`src/verilog/cfsa_map.svh`:
```
`ifndef CFSA_MAP_SVH
`define CFSA_MAP_SVH
// ****************************************************************
// command space
// ****************************************************************
`define CFSA_CMD_CTRL_LO   8'h00
`define CFSA_CMD_CTRL_HI   8'h01
`define CFSA_CMD_CLASS     8'h3E
`define CFSA_CMD_BLKOFS    8'h3F
`define CFSA_CMD_WIN_BASE  8'h40
`define CFSA_CMD_WIN_LAST  8'h5F
`define CFSA_CMD_CKSUM     8'h60
`define CFSA_CMD_BLKCTL    8'h61
`define CFSA_CMD_AMASK_LO  8'h6E
`define CFSA_CMD_AMASK_HI  8'h6F
`define CFSA_CMD_FLAG_LO   8'h70
`define CFSA_CMD_FLAG_HI   8'h71
`define CFSA_BLKCTL_GEN    8'h00
`define CFSA_SEL_INFO_A    8'h01
`define CFSA_SEL_INFO_B    8'h02
`define CFSA_SEL_INFO_C    8'h03
`define CFSA_SUBCMD_SEAL   16'h0020
`define CFSA_SS_BIT        13
`define CFSA_FAS_BIT       14
// ****************************************************************
// storage subclasses, banks and offsets
// ****************************************************************
`define CFSA_SUB_CFG       8'h40
`define CFSA_SUB_INFO      8'h3A
`define CFSA_SUB_KEY       8'h70
`define CFSA_BANK_CFG      3'h0
`define CFSA_BANK_A        3'h1
`define CFSA_BANK_B        3'h2
`define CFSA_BANK_C        3'h3
`define CFSA_BANK_KEY      3'h4
`define CFSA_BANK_NONE     3'h7
`define CFSA_OFS_PACK      5'h00
`define CFSA_OFS_CFG_B     5'h02
`define CFSA_OFS_CFG_C     5'h03
`define CFSA_OFS_ALERT     5'h04
`define CFSA_KEY_US        5'h00
`define CFSA_KEY_FA        5'h04
// ****************************************************************
// field positions and defaults
// ****************************************************************
`define CFSA_DEF_PACK      16'h0171
`define CFSA_DEF_CFG_B     8'hFD
`define CFSA_DEF_CFG_C     8'h03
`define CFSA_DEF_ALERT     16'h0000
`define CFSA_ALERT_VALID   16'hC0F7
`define CFSA_B_ADC_GROUND_SELECT      7
`define CFSA_B_CLRRD       3
`define CFSA_B_POL         2
`define CFSA_C_PIN_HI      5
`define CFSA_C_PIN_LO      4
`define CFSA_C_SLEEPCHG    3
`define CFSA_C_CHG_INIT    1
`define CFSA_C_DSG_INIT    0
`define CFSA_PIN_CHGSW     2'h1
`define CFSA_PIN_ALERT     2'h2
`define CFSA_ACCUM_FAST_S  5'h0A
`define CFSA_ACCUM_SLOW_S  5'h14
`endif

```
`src/verilog/cfsa_pkg.sv`:
```
package cfsa_pkg;
    typedef enum logic [1:0] {
        MODE_SEALED   = 2'b00,
        MODE_UNSEALED = 2'b01,
        MODE_FULL     = 2'b11
    } cfsa_mode_t;
    typedef struct packed {
        logic [15:0] pack;
        logic [7:0]  cfg_b;
        logic [7:0]  cfg_c;
        logic [15:0] alert_en;
    } cfsa_cfg_t;
    typedef struct packed {
        logic       wr;
        logic [7:0] addr;
        logic [7:0] wdata;
    } cfsa_link_t;
endpackage

```
`src/verilog/cfsa_top.sv`:
```
`timescale 1ns/1ps
`include "cfsa_map.svh"
// Functional notes
// - pack configuration word stored at subclass 64 offset 0.
// - converter ground pin picked by ground-select bit, default main ground.
// - current wake bits default 0, 0 and 1.
// - with clear-on-read set, reading the high fault flag byte clears them.
// - alert polarity one idles low; zero idles high.
// - sleep, reload, thermistor and resistance step bits default to one.
// - algorithm enable byte stored at subclass 64 offset 2.
// - second configuration byte stored at subclass 64 offset 3.
// - two mode bits pick the multi-function pin function.
// - switches take their initial-state bits at reset.
// - sleep accumulation bit picks 10 s instead of 20 s.
// - alert enable word at offset 4, enabled faults ORed onto alert.
// - stored alert enables load at restart; runtime mask by command.
// - unsealed with control zero: class then offset maps storage block.
// - block commits to storage only after a matching checksum.
// - sealed or nonzero control: offset 1..3 loads info block A..C.
// - sealed hides general storage, A read-only, B and C writable.
// - keys writable only in full-access mode.
// - each key transition needs its own two control words back to back; sealing takes one.
// - sealed bit clears on unseal keys, full-access bit on full keys.
module cfsa_top
    import cfsa_pkg::*;
#(
    parameter cfsa_mode_t  INIT_MODE  = cfsa_pkg::MODE_SEALED,
    parameter logic [31:0] UNSEAL_KEY = 32'h5A3C9617,
    parameter logic [31:0] FULL_KEY   = 32'hC3A5E10F
) (
    // clock and resets
    input  wire logic              I_MCLK,
    input  wire logic              I_SRST,
    input  wire logic              I_POR,
    // command link
    input  wire logic              I_LINK_CLK,
    input  wire logic              I_LINK_WR,
    input  wire logic [7:0]        I_LINK_ADDR,
    input  wire logic [7:0]        I_LINK_WDATA,
    output logic [7:0]             O_LINK_RDATA,
    // gauge and protection side
    input  wire logic [15:0]       I_FAULT,
    input  wire logic              I_SW_SET_VALID,
    input  wire logic [1:0]        I_SW_SET,
    // configuration outputs
    output cfsa_pkg::cfsa_cfg_t    O_CFG,
    output cfsa_pkg::cfsa_mode_t   O_MODE,
    output logic                   O_ADC_GND_SEL,
    output logic [4:0]             O_SLEEP_ACCUM_S,
    output logic                   O_CHG_SW,
    output logic                   O_DSG_SW,
    output logic                   O_MPIN,
    output logic                   O_MPIN_OE
);
    import cfsa_pkg::*;

    // ************************************************************
    // link sampling
    // ************************************************************
    wire logic          rst = I_SRST | I_POR;
    logic [17:0]        raw;
    logic [18:0]        sy1_q, sy2_q, sy3_q;
    logic               lclk_q;
    cfsa_link_t         lk;
    logic               cmd_stb, wr_stb, rd_stb;

    assign raw = {I_LINK_WR, I_LINK_ADDR, I_LINK_WDATA};
    always_ff @(posedge I_MCLK) begin
        if (rst) begin
            sy1_q <= 19'h0;
            sy2_q <= 19'h0;
            sy3_q <= 19'h0;
        end else begin
            sy1_q <= {I_LINK_CLK, raw};
            sy2_q <= sy1_q;
            sy3_q <= sy2_q;
        end
    end
    // a link edge counts only once two stages agree, rejecting glitches
    always_ff @(posedge I_MCLK) begin
        if (rst) begin
            lclk_q <= 1'b0;
        end else if (sy2_q[18] == sy3_q[18]) begin
            lclk_q <= sy3_q[18];
        end
    end
    assign cmd_stb = sy2_q[18] & sy3_q[18] & ~lclk_q;
    assign lk      = cfsa_link_t'(sy3_q[17:0]);
    assign wr_stb  = cmd_stb & lk.wr;
    assign rd_stb  = cmd_stb & ~lk.wr;

    // ************************************************************
    // command decode
    // ************************************************************
    wire logic is_ctrl_lo = lk.addr == `CFSA_CMD_CTRL_LO;
    wire logic is_ctrl_hi = lk.addr == `CFSA_CMD_CTRL_HI;
    wire logic is_class   = lk.addr == `CFSA_CMD_CLASS;
    wire logic is_ofs     = lk.addr == `CFSA_CMD_BLKOFS;
    wire logic is_win     = (lk.addr >= `CFSA_CMD_WIN_BASE) &&
                            (lk.addr <= `CFSA_CMD_WIN_LAST);
    wire logic is_ck      = lk.addr == `CFSA_CMD_CKSUM;
    wire logic is_bctl    = lk.addr == `CFSA_CMD_BLKCTL;
    wire logic is_am_lo   = lk.addr == `CFSA_CMD_AMASK_LO;
    wire logic is_am_hi   = lk.addr == `CFSA_CMD_AMASK_HI;
    wire logic is_fl_lo   = lk.addr == `CFSA_CMD_FLAG_LO;
    wire logic is_fl_hi   = lk.addr == `CFSA_CMD_FLAG_HI;

    // ************************************************************
    // storage
    // ************************************************************
    logic [7:0]   nv_q  [0:4][0:31];
    logic [7:0]   buf_q [0:31];
    cfsa_mode_t   mode_q, mode_d;
    logic [7:0]   bctl_q, class_q, ctrl_lo_q;
    logic [2:0]   bank_q, sel_bank;
    logic         sealed, general_path, can_rd, can_wr, ck_ok, commit;

    function automatic logic [7:0] def_byte(input int b, input int i);
        logic [7:0] v;
        v = 8'h00;
        if (b == int'(`CFSA_BANK_CFG)) begin
            if (i == int'(`CFSA_OFS_PACK))
                v = 8'(`CFSA_DEF_PACK >> 8);
            if (i == int'(`CFSA_OFS_PACK) + 1)
                v = 8'(`CFSA_DEF_PACK);
            if (i == int'(`CFSA_OFS_CFG_B)) v = `CFSA_DEF_CFG_B;
            if (i == int'(`CFSA_OFS_CFG_C)) v = `CFSA_DEF_CFG_C;
            if (i == int'(`CFSA_OFS_ALERT))
                v = 8'(`CFSA_DEF_ALERT >> 8);
            if (i == int'(`CFSA_OFS_ALERT) + 1)
                v = 8'(`CFSA_DEF_ALERT);
        end else if (b == int'(`CFSA_BANK_KEY) && i < 8) begin
            v = (i < 4) ? UNSEAL_KEY[8*(3-i) +: 8] : FULL_KEY[8*(7-i) +: 8];
        end
        return v;
    endfunction

    function automatic logic [7:0] buf_sum();
        logic [7:0] s;
        s = 8'h00;
        for (int i = 0; i < 32; i++) begin
            s = s + buf_q[i];
        end
        return s;
    endfunction

    function automatic logic [2:0] gen_bank(input logic [7:0] cls,
                                            input logic [7:0] ofs);
        logic [2:0] b;
        b = `CFSA_BANK_NONE;
        if (cls == `CFSA_SUB_CFG && ofs == 8'h00) b = `CFSA_BANK_CFG;
        else if (cls == `CFSA_SUB_INFO && ofs <= 8'h02)
            b = ofs[2:0] + `CFSA_BANK_A;
        else if (cls == `CFSA_SUB_KEY && ofs == 8'h00) b = `CFSA_BANK_KEY;
        return b;
    endfunction

    function automatic logic [15:0] nv_word(input int b, input logic [4:0] o);
        return {nv_q[b][o], nv_q[b][o + 5'd1]};
    endfunction

    assign sealed       = mode_q == MODE_SEALED;
    assign general_path = ~sealed && bctl_q == `CFSA_BLKCTL_GEN;
    // info select codes 1..3 map straight onto banks A..C
    assign sel_bank = general_path ? gen_bank(class_q, lk.wdata) :
                      (lk.wdata >= `CFSA_SEL_INFO_A &&
                       lk.wdata <= `CFSA_SEL_INFO_C) ?
                      lk.wdata[2:0] : `CFSA_BANK_NONE;
    // configuration and key banks chosen before sealing stay hidden once sealed; banks A..C stay readable
    assign can_rd = (bank_q <= `CFSA_BANK_KEY) &&
                    (~sealed || (bank_q >= `CFSA_BANK_A &&
                                 bank_q <= `CFSA_BANK_C));
    assign can_wr = can_rd && ~(sealed && bank_q == `CFSA_BANK_A) &&
                    (bank_q != `CFSA_BANK_KEY || mode_q == MODE_FULL);
    // a process, so the sum follows every buffer edit, not only the byte
    always_comb ck_ok = lk.wdata == ~buf_sum();
    assign commit = wr_stb && is_ck && can_wr && ck_ok;

    // nonvolatile contents survive the device reset; only power-on reloads
    always_ff @(posedge I_MCLK) begin
        if (I_POR) begin
            for (int b = 0; b < 5; b++) begin
                for (int i = 0; i < 32; i++) begin
                    nv_q[b][i] <= def_byte(b, i);
                end
            end
        end else if (commit) begin
            for (int i = 0; i < 32; i++) begin
                nv_q[bank_q][i] <= buf_q[i];
            end
        end
    end

    always_ff @(posedge I_MCLK) begin
        if (rst) begin
            bank_q <= `CFSA_BANK_NONE;
            for (int i = 0; i < 32; i++) begin
                buf_q[i] <= 8'h00;
            end
        end else if (wr_stb && is_ofs) begin
            bank_q <= sel_bank;
            for (int i = 0; i < 32; i++) begin
                buf_q[i] <= (sel_bank <= `CFSA_BANK_KEY) ?
                            nv_q[sel_bank][i] : 8'h00;
            end
        end else if (wr_stb && is_win && can_wr) begin
            buf_q[lk.addr[4:0]] <= lk.wdata;
        end
    end

    always_ff @(posedge I_MCLK) begin
        if (rst) begin
            bctl_q    <= 8'h00;
            class_q   <= 8'h00;
            ctrl_lo_q <= 8'h00;
        end else if (wr_stb) begin
            if (is_bctl) bctl_q <= lk.wdata;
            if (is_class) class_q <= lk.wdata;
            if (is_ctrl_lo) ctrl_lo_q <= lk.wdata;
        end
    end

    // ************************************************************
    // security modes
    // ************************************************************
    logic         pend_q;
    logic [15:0]  pend_word_q;
    wire logic        ctrl_wr   = wr_stb & is_ctrl_hi;
    wire logic [15:0] ctrl_word = {lk.wdata, ctrl_lo_q};
    // host sends word 1 first, byte-swapped against the stored order
    wire logic [15:0] us_w1 = {nv_q[4][`CFSA_KEY_US + 5'd3],
                               nv_q[4][`CFSA_KEY_US + 5'd2]};
    wire logic [15:0] us_w0 = {nv_q[4][`CFSA_KEY_US + 5'd1],
                               nv_q[4][`CFSA_KEY_US]};
    wire logic [15:0] fa_w1 = {nv_q[4][`CFSA_KEY_FA + 5'd3],
                               nv_q[4][`CFSA_KEY_FA + 5'd2]};
    wire logic [15:0] fa_w0 = {nv_q[4][`CFSA_KEY_FA + 5'd1],
                               nv_q[4][`CFSA_KEY_FA]};
    // subcommands never open a key sequence; key codes must avoid them
    wire logic is_first = ctrl_word == us_w1 || ctrl_word == fa_w1;
    wire logic us_ok = pend_q && pend_word_q == us_w1 && ctrl_word == us_w0;
    wire logic fa_ok = pend_q && pend_word_q == fa_w1 && ctrl_word == fa_w0;
    wire logic seal_cmd = ~pend_q && ctrl_word == `CFSA_SUBCMD_SEAL;
    wire logic [15:0] status = (16'(sealed) << `CFSA_SS_BIT) |
                               (16'(mode_q != MODE_FULL) << `CFSA_FAS_BIT);

    always_ff @(posedge I_MCLK) begin
        if (rst) begin
            pend_q      <= 1'b0;
            pend_word_q <= 16'h0000;
        end else if (ctrl_wr) begin
            pend_q      <= ~pend_q && is_first;
            pend_word_q <= ctrl_word;
        end
    end

    always_comb begin
        mode_d = mode_q;
        case (mode_q)
            MODE_SEALED: begin
                if (ctrl_wr && us_ok) mode_d = MODE_UNSEALED;
            end
            MODE_UNSEALED: begin
                if (ctrl_wr && fa_ok) mode_d = MODE_FULL;
                else if (ctrl_wr && seal_cmd) mode_d = MODE_SEALED;
            end
            MODE_FULL: begin
                if (ctrl_wr && seal_cmd) mode_d = MODE_SEALED;
            end
            default: mode_d = MODE_SEALED;
        endcase
    end

    always_ff @(posedge I_MCLK) begin
        if (rst) mode_q <= INIT_MODE;
        else mode_q <= mode_d;
    end

    // ************************************************************
    // active configuration, alert and switches
    // ************************************************************
    cfsa_cfg_t    act_q;
    logic [15:0]  amask_q, fault_q;
    logic         alert_q, chg_q, dsg_q;
    wire logic    clr_rd   = act_q.pack[`CFSA_B_CLRRD];
    wire logic    pol      = act_q.pack[`CFSA_B_POL];
    wire logic [1:0] pmode = act_q.cfg_c[`CFSA_C_PIN_HI:`CFSA_C_PIN_LO];
    wire logic    alert_act = |(fault_q & amask_q);
    wire logic    fl_clear = rd_stb && is_fl_hi && clr_rd;
    wire logic [7:0] nv_c  = nv_q[0][`CFSA_OFS_CFG_C];

    // stored configuration only takes effect at a restart
    always_ff @(posedge I_MCLK) begin
        if (I_POR) begin
            act_q   <= {`CFSA_DEF_PACK, `CFSA_DEF_CFG_B, `CFSA_DEF_CFG_C,
                        `CFSA_DEF_ALERT};
            amask_q <= `CFSA_DEF_ALERT & `CFSA_ALERT_VALID;
        end else if (I_SRST) begin
            act_q   <= {nv_word(0, `CFSA_OFS_PACK), nv_q[0][`CFSA_OFS_CFG_B],
                        nv_c, nv_word(0, `CFSA_OFS_ALERT)};
            amask_q <= nv_word(0, `CFSA_OFS_ALERT) & `CFSA_ALERT_VALID;
        end else if (wr_stb && is_am_lo) begin
            amask_q[7:0] <= lk.wdata & 8'(`CFSA_ALERT_VALID);
        end else if (wr_stb && is_am_hi) begin
            amask_q[15:8] <= lk.wdata & 8'(`CFSA_ALERT_VALID >> 8);
        end
    end

    always_ff @(posedge I_MCLK) begin
        if (rst) begin
            fault_q <= 16'h0000;
            alert_q <= 1'b0;
        end else begin
            // a fault arriving with the clearing read still latches
            fault_q <= clr_rd ? ((fl_clear ? 16'h0000 : fault_q) | I_FAULT)
                              : I_FAULT;
            alert_q <= pol ? alert_act : ~alert_act;
        end
    end

    always_ff @(posedge I_MCLK) begin
        if (I_POR) begin
            chg_q <= 1'(`CFSA_DEF_CFG_C >> `CFSA_C_CHG_INIT);
            dsg_q <= 1'(`CFSA_DEF_CFG_C >> `CFSA_C_DSG_INIT);
        end else if (I_SRST) begin
            chg_q <= nv_c[`CFSA_C_CHG_INIT];
            dsg_q <= nv_c[`CFSA_C_DSG_INIT];
        end else if (I_SW_SET_VALID) begin
            chg_q <= I_SW_SET[1];
            dsg_q <= I_SW_SET[0];
        end
    end

    assign O_CFG          = act_q;
    assign O_MODE         = mode_q;
    assign O_ADC_GND_SEL  = act_q.pack[`CFSA_B_ADC_GROUND_SELECT];
    assign O_SLEEP_ACCUM_S = act_q.cfg_c[`CFSA_C_SLEEPCHG] ?
                             `CFSA_ACCUM_FAST_S : `CFSA_ACCUM_SLOW_S;
    assign O_CHG_SW       = chg_q;
    assign O_DSG_SW       = dsg_q;
    // single-wire mode leaves the pin undriven; reserved mode too
    assign O_MPIN_OE = pmode == `CFSA_PIN_CHGSW || pmode == `CFSA_PIN_ALERT;
    assign O_MPIN    = (pmode == `CFSA_PIN_CHGSW) ? chg_q :
                       (pmode == `CFSA_PIN_ALERT) ? alert_q : 1'b0;

    // ************************************************************
    // read data
    // ************************************************************
    logic [7:0] rd_byte, rdata_q;
    always_comb begin
        rd_byte = 8'h00;
        if (is_ctrl_lo) rd_byte = status[7:0];
        else if (is_ctrl_hi) rd_byte = status[15:8];
        else if (is_class) rd_byte = class_q;
        else if (is_bctl) rd_byte = bctl_q;
        else if (is_win) rd_byte = can_rd ? buf_q[lk.addr[4:0]] : 8'h00;
        else if (is_ck) rd_byte = ~buf_sum();
        else if (is_am_lo) rd_byte = amask_q[7:0];
        else if (is_am_hi) rd_byte = amask_q[15:8];
        else if (is_fl_lo) rd_byte = fault_q[7:0];
        else if (is_fl_hi) rd_byte = fault_q[15:8];
    end
    always_ff @(posedge I_MCLK) begin
        if (rst) rdata_q <= 8'h00;
        else if (rd_stb) rdata_q <= rd_byte;
    end
    assign O_LINK_RDATA = rdata_q;
endmodule

```
`config.mk`:
```
export PLATFORM = sky130hd
export DESIGN_NAME = cfsa_top
export DESIGN_NICKNAME = d
export VERILOG_FILES = /design/src/verilog/cfsa_pkg.sv /design/src/verilog/cfsa_top.sv
export VERILOG_INCLUDE_DIRS = /design/src /design/src/verilog
export SDC_FILE = /design/constraint.sdc
export NUM_CORES = 2
export LEC_CHECK = 0
export ABC_CLOCK_PERIOD_IN_PS = 34600
export BUFFER_PORTS_ARGS = -buffer_cell sky130_fd_sc_hd__buf_2
export CORE_UTILIZATION = 55
export DETAILED_ROUTE_END_ITERATION = 8
export PLACE_DENSITY = 0.79
export SLEW_MARGIN = 20
export SYNTH_ARGS = -nofsm -noshare
export SYNTH_HDL_FRONTEND = slang
export SYNTH_SLANG_ARGS = --single-unit
```
`constraint.sdc`:
```
create_clock -name I_MCLK -period 34.6 [get_ports I_MCLK]
set_clock_uncertainty 0.2 [all_clocks]
set_input_delay 0 -clock I_MCLK [delete_from_list [all_inputs] [get_ports I_MCLK]]
set_output_delay 0 -clock I_MCLK [all_outputs]
set_load 0.005 [all_outputs]
```
---- Yosys cells after proc, flatten, opt, wreduce, memory -nomap -nowiden ----
Memory sizes are Yosys's and may differ from the RTL's. A register that Yosys moved wholly into a read port is not among the register bits.
Cells that the tools add are included.
cells by class
  $add $sub $neg .......................... 32
  multiply operators ...................... 0
  div/mod/pow operators ................... 0
  order comparisons ....................... 9
  equal/unequal tests ..................... 30
  shift operators ......................... 0
  muxes and demuxes ....................... 132
  bitwise logic cells ..................... 48
  reduce and logical (&&, ||, !) cells .... 48
operator list
  operator                                                                              count
  8-bit two-way mux                                                                     92
  256-bit two-way mux                                                                   1
  256-bit OR reduction                                                                  1
  8-bit adder                                                                           31
  16-bit equality test                                                                  6
  8-bit by 7-bit equality test with 1-bit output (second input constant)                8
  16-bit two-way mux                                                                    3
  1-bit OR                                                                              33
  1-bit logical AND                                                                     30
  8-bit by 6-bit equality test with 1-bit output (second input constant)                3
  8-bit zero test                                                                       3
  1-bit two-way mux                                                                     23
  16-bit bitwise AND                                                                    1
  16-bit by 6-bit equality test with 1-bit output (second input constant)               1
  8-bit by 2-bit <= comparator with 1-bit output (second input constant)                2
  16-bit OR                                                                             1
  16-bit OR reduction                                                                   1
  3-bit two-way mux                                                                     5
  5-bit two-way mux                                                                     3
  14-bit by 15-bit OR with 15-bit output                                                1
  8-bit by 1-bit equality test with 1-bit output (second input constant)                1
  8-bit equality test                                                                   1
  8-bit by 1-bit greater-or-equal comparator with 1-bit output (second input constant)  1
  8-bit by 7-bit greater-or-equal comparator with 1-bit output (second input constant)  1
  other kinds (22)                                                                      46
word-level totals
  flip-flop bits (word level) ............. 188
  latch bits .............................. 0
  RAM bits ................................ 1536
  memory bits (read-only) ................. 0
  input port bits ......................... 40
  memories ................................ 2
memory list
  name   words  width  rd ports  clocked after memory_dff  wr ports  RTL line         RTL
  nv_q   5      256    3         0                         5         cfsa_top.sv:111  logic [7:0] nv_q [0:4][0:31];
  buf_q  32     8      33        1                         32        cfsa_top.sv:112  logic [7:0] buf_q [0:31];

---- Logic depth before layout (Yosys ltp) ----
An unclocked memory read counts as a cell.
  depth in word-level cells ............... 40
  gate-level depth with buffers ........... 27

---- Worst setup path after synthesis ----
No wires, ideal clock.
  path kind ............................... register to register
  start ................................... memory buf_q[4][3]
  end ..................................... memory nv_q[4][0] in the netlist's numbering, enable pin
  library setup time ...................... 1.221 ns
  arrival ................................. 24.414 ns
  required time ........................... 33.179 ns
  path slack .............................. 8.764 ns
  cell stages (with the launch flop) ...... 22
  path through ............................ edfxtp_1 > fa_1 > inv_1 > fa_1 > inv_1 > fa_1 > inv_1 > fa_1 > inv_1 > fa_1 > fa_1 > fa_1 > fa_1 > ha_1 > a21o_1 > a21oi_1 > o21bai_1 > a21oi_1 > xnor3_1 > xor3_2 > clkbuf_1 > o31ai_1
RTL lines
  item                RTL line
  start: declaration  cfsa_top.sv:112
  end: declaration    cfsa_top.sv:111

==> summary by stage <==
STA
Setup repair after global routing left no endpoint under its margin. The final max-slew violation count is 0. The worst hold margin is about 0.11 ns. Setup total negative slack on the finished layout was measured at 0 ns. The part of the cycle the worst path needs is 34.9%. The tightest slew margin relative to the limit is roughly 4.5%.

At the pin with the least slew margin, the transition time is 1.43 ns. Setup violations remaining at the end of the flow were counted as 0. Derived from the worst setup path, the maximum achievable clock frequency is around 83 MHz.

The count of final hold-check violations is 0. The minimum clock period after layout is approximately 12 ns.

Global route
The remaining global-route overflow is 0. The number of antenna violations at the first check in global routing is 7. The global-route usage over all layers is 35.1%.

The largest net degree at the start of global routing is 191. The first global-routing pass estimated 390,000 µm of wire. The via count of the first global-routing pass is around 57,000.

Flow run
Max-cap violations in this run came to 0.

Yosys
Summed over its instances, the top area cell type makes up a little under three fifths of the synthesized netlist area. After synthesis, flip-flops and latches occupy around 60% of the total area. The flip-flop cell with the highest count after synthesis is sky130_fd_sc_hd__edfxtp_1. Summing every instance area after synthesis gives around 83,000 µm². The cell type with the highest aggregate area in the netlist is sky130_fd_sc_hd__edfxtp_1. The most common cell in the synthesized netlist is sky130_fd_sc_hd__edfxtp_1. The distinct cell type count after synthesis is 68.

After synthesis, the most frequently instantiated cells are 1,536 x sky130_fd_sc_hd__edfxtp_1, 840 x sky130_fd_sc_hd__nand2_1, 641 x sky130_fd_sc_hd__and2_1, 585 x sky130_fd_sc_hd__mux2i_1, 393 x sky130_fd_sc_hd__clkbuf_1. Synthesis handed over a netlist of 6,774 instances. The Yosys step of the flow raised 0 warnings. The per-instance average area after synthesis is ~12 µm². In the post-synthesis netlist, the biggest area contributors are sky130_fd_sc_hd__edfxtp_1 55%, sky130_fd_sc_hd__mux2i_1 7.0%, sky130_fd_sc_hd__and2_1 4.8%. The number of synthesized register bits is ~1,700. The post-synthesis net count is roughly 7,000.

The synthesized design contains ~1,500 enable-type register cells. In the synthesized netlist the async set-or-reset flop fraction comes to 0%.

Status
The flow ran to the end, and the final reports show no timing, DRC or antenna violations.

Worst setup path
The kind of critical path is register to register. STA puts the critical path data arrival time at 12.30 ns. Along the worst path, the maximum fanout reaches 174. The cell with the biggest individual delay on the critical path is sky130_fd_sc_hd__buf_4. STA puts the critical path data required time at approximately 35 ns. The worst setup path is launched from a register. The kind of end point of the critical path is a register.

Among the stages of the critical path, the cell type that occurs most often is sky130_fd_sc_hd__fa_1. The delay of the slowest critical-path stage is around 0.9 ns.

Layout
After the last flow step, the layout net total stands at roughly 7,000. The multi-input logic area is a little over 30,000 µm². After filler insertion, the fill cell instance count of the layout stands at around 11,000. Of the cells placed in the final design, the portion with a size suffix greater than 1 is 8.64%.

The share of the core filled with cells in the final layout is 61.2%. The sequential cell area is between 40,000 and 50,000 µm². The layout overhead on the synthesized area is 10.3%.

Detailed routing
The first detailed-routing pass ran for 9 iterations. The via total after detailed routing is 58,600. For this run, design rule violations remaining after detail routing come to 0. Dividing the detail-routed wire length by the instance count gives just over 30 µm. The detail route stage leaves a number of antenna-violating nets equal to 0. In the routed layout, each cell is associated on average with a via count of 6.57. The iteration-0 DRC count of the detailed router is just under 9,000. The final layout contains routed wiring with a total length of about 270,000 µm.

CTS
The number of buffers added by the clock tree synthesis step is 176. The clock latency on the worst-skew pair is roughly 0.85 ns. The CTS root buffer is sky130_fd_sc_hd__clkbuf_16. Buffers added to address setup during post-CTS repair amount to 0. After clock tree synthesis, the clock-pin slew on the worst setup and hold paths is around 0.070 ns. The H-tree was split into 4 levels. The clock tree from TritonCTS is built. Counting along the longest clock path gives a buffer depth of 3. The number of clock sinks is roughly 1,700.

Placed design
The count of input and output buffers is ~110. The detailed placement HPWL is between 150,000 and 200,000 µm. The global placer's final weighted congestion is 0.992.

Power
In this run the power density over the cells is roughly 75 nW/µm². The worst-case IR drop observed on VDD is just under 0.7 mV. The analysis attributes to cell leakage a power of approximately 0.037 µW.

Die
The die covers roughly 150,000 µm². The floorplan die height is slightly below 400 µm. After floorplanning, the core was divided into 142 placement rows. For this design the top-level I/O count stands at approximately 110.

The horizontal die dimension is 391 µm. Once the floorplan was initialized, standard cells occupied a little under three fifths of the core. The area of the placeable core is around 150,000 µm².

Worst hold path
The path class of the tightest hold or removal check is input port to register.
-- per-stage QoR --
step / power (µW) / setup WS, ns / instances / cell area, µm²
floorplan: 4130 / 8.76 / 6774 / 83300
global placement: 4940 / 22.49 / 8497 / 85500
detailed placement: 4990 / 22.45 / 8499 / 85600
CTS: 6820 / 22.40 / 8903 / 91900
global route: 7100 / 22.10 / 8903 / 91900
finish: 6920 / 22.52 / 8909 / 91900
-- cell families (layout without fill, tap and decap cells) --
group                    after synthesis  in the layout  share of synthesized area, %
AND/OR/NAND/NOR                     2469           2469                          15.1
buffers and inverters                802            915                          3.74
flip-flops                          1721           1721                          59.8
other                                  1              7                       0.00450
adder cells (fa/ha/maj)              214            214                          4.86
multiplexers                         657            657                          8.88
XOR/XNOR                             165            165                          1.77
AO/OA/AOI/OAI                        745            745                          5.89
-- sequential cells by signal, indices dropped and copies added (netlist names) --
signal	flops
O_DSG_SW	1
sy2_q	18
amask_q	9
pend_word_q	16
nv_q	1280
O_CFG	47
bank_q	3
buf_q	256
O_LINK_RDATA	8
pend_q	1
O_CHG_SW	1
class_q	8
bctl_q	8
sy3_q	18
fault_q	16
alert_q	1
ctrl_lo_q	8
lclk_q	1
O_MODE	2
sy1_q	18
O_ADC_GND_SEL	1
-- worst max-delay path: cells and delay by family, from the launching register on --
kind                       cells  cell delay [ns]
AOI/OAI and AO/OA              2             0.35
xor gates and xnor gates       2             0.39
adders and majority gates     10             4.71
buffers and inverters         11             3.66
DFF                            1             0.44
and+or+nand+nor                4             1.67
-- path summary, 6_finish.rpt --
check         startpoint     endpoint  slack [ns]  depth (start not counted)
max reg2reg  buf_q[4][2]  nv_q[1][30]       22.52                         29
max          buf_q[4][2]  nv_q[1][30]       22.52                         29
min                I_POR    O_CFG[38]        0.11                          5
min reg2reg    sy2_q[10]    sy3_q[10]        0.23                          1
-- where the power goes --
part           internal (µW)  switching, µW
clock network           1040            820
logic                    914           1750
registers               2330           59.7
-- per-layer routing --
layer,track usage [%],share of wire (%),wire [µm]
met4,18.0,5.8,15600
met5,0,0.010,27
met2,52.3,44,119000
met1,47.4,36,96900
met3,9.52,14,39100
-- cell usage in the layout (no fill, tap or decap), types with 19 or more instances in the layout --
cell type / instances
sky130_fd_sc_hd__xnor2_1: 94
sky130_fd_sc_hd__nor2_1: 236
sky130_fd_sc_hd__clkinv_2: 24
sky130_fd_sc_hd__ha_1: 31
sky130_fd_sc_hd__nor3_1: 193
sky130_fd_sc_hd__and3_1: 380
sky130_fd_sc_hd__xor2_1: 69
sky130_fd_sc_hd__a21oi_1: 83
sky130_fd_sc_hd__dfxtp_1: 175
sky130_fd_sc_hd__clkinv_1: 30
sky130_fd_sc_hd__clkbuf_1: 54
sky130_fd_sc_hd__mux2i_1: 585
sky130_fd_sc_hd__a32oi_1: 256
sky130_fd_sc_hd__nand3_1: 29
sky130_fd_sc_hd__clkbuf_16: 180
sky130_fd_sc_hd__nand4_1: 21
sky130_fd_sc_hd__and2_1: 641
sky130_fd_sc_hd__edfxtp_1: 1536
sky130_fd_sc_hd__dlygate4sd3_1: 81
sky130_fd_sc_hd__fa_1: 183
sky130_fd_sc_hd__nand2_1: 838
sky130_fd_sc_hd__mux4_2: 65
sky130_fd_sc_hd__buf_4: 123
sky130_fd_sc_hd__nor4_1: 32
sky130_fd_sc_hd__o21ai_0: 305
sky130_fd_sc_hd__or3_1: 24
sky130_fd_sc_hd__nand2b_1: 19
sky130_fd_sc_hd__inv_1: 272
sky130_fd_sc_hd__buf_2: 105
-- final cells by class --
type	count	share of cell area, %
clock inverter	81	0.777
sequential	1721	54.2
inverter	272	1.11
timing repair buffer	320	2.69
clock buffer	242	5.21
multi-input combinational	4251	33.2
antenna	6	0.0163
tap	2016	2.74
-- repair_timing --
action,in CTS,in global routing
endpoints found under the setup margin,0,0
hold buffers,81,0
resized for setup,0,0
hold endpoints to repair,147,0
Note: power is estimated with default switching activity, not from simulation.
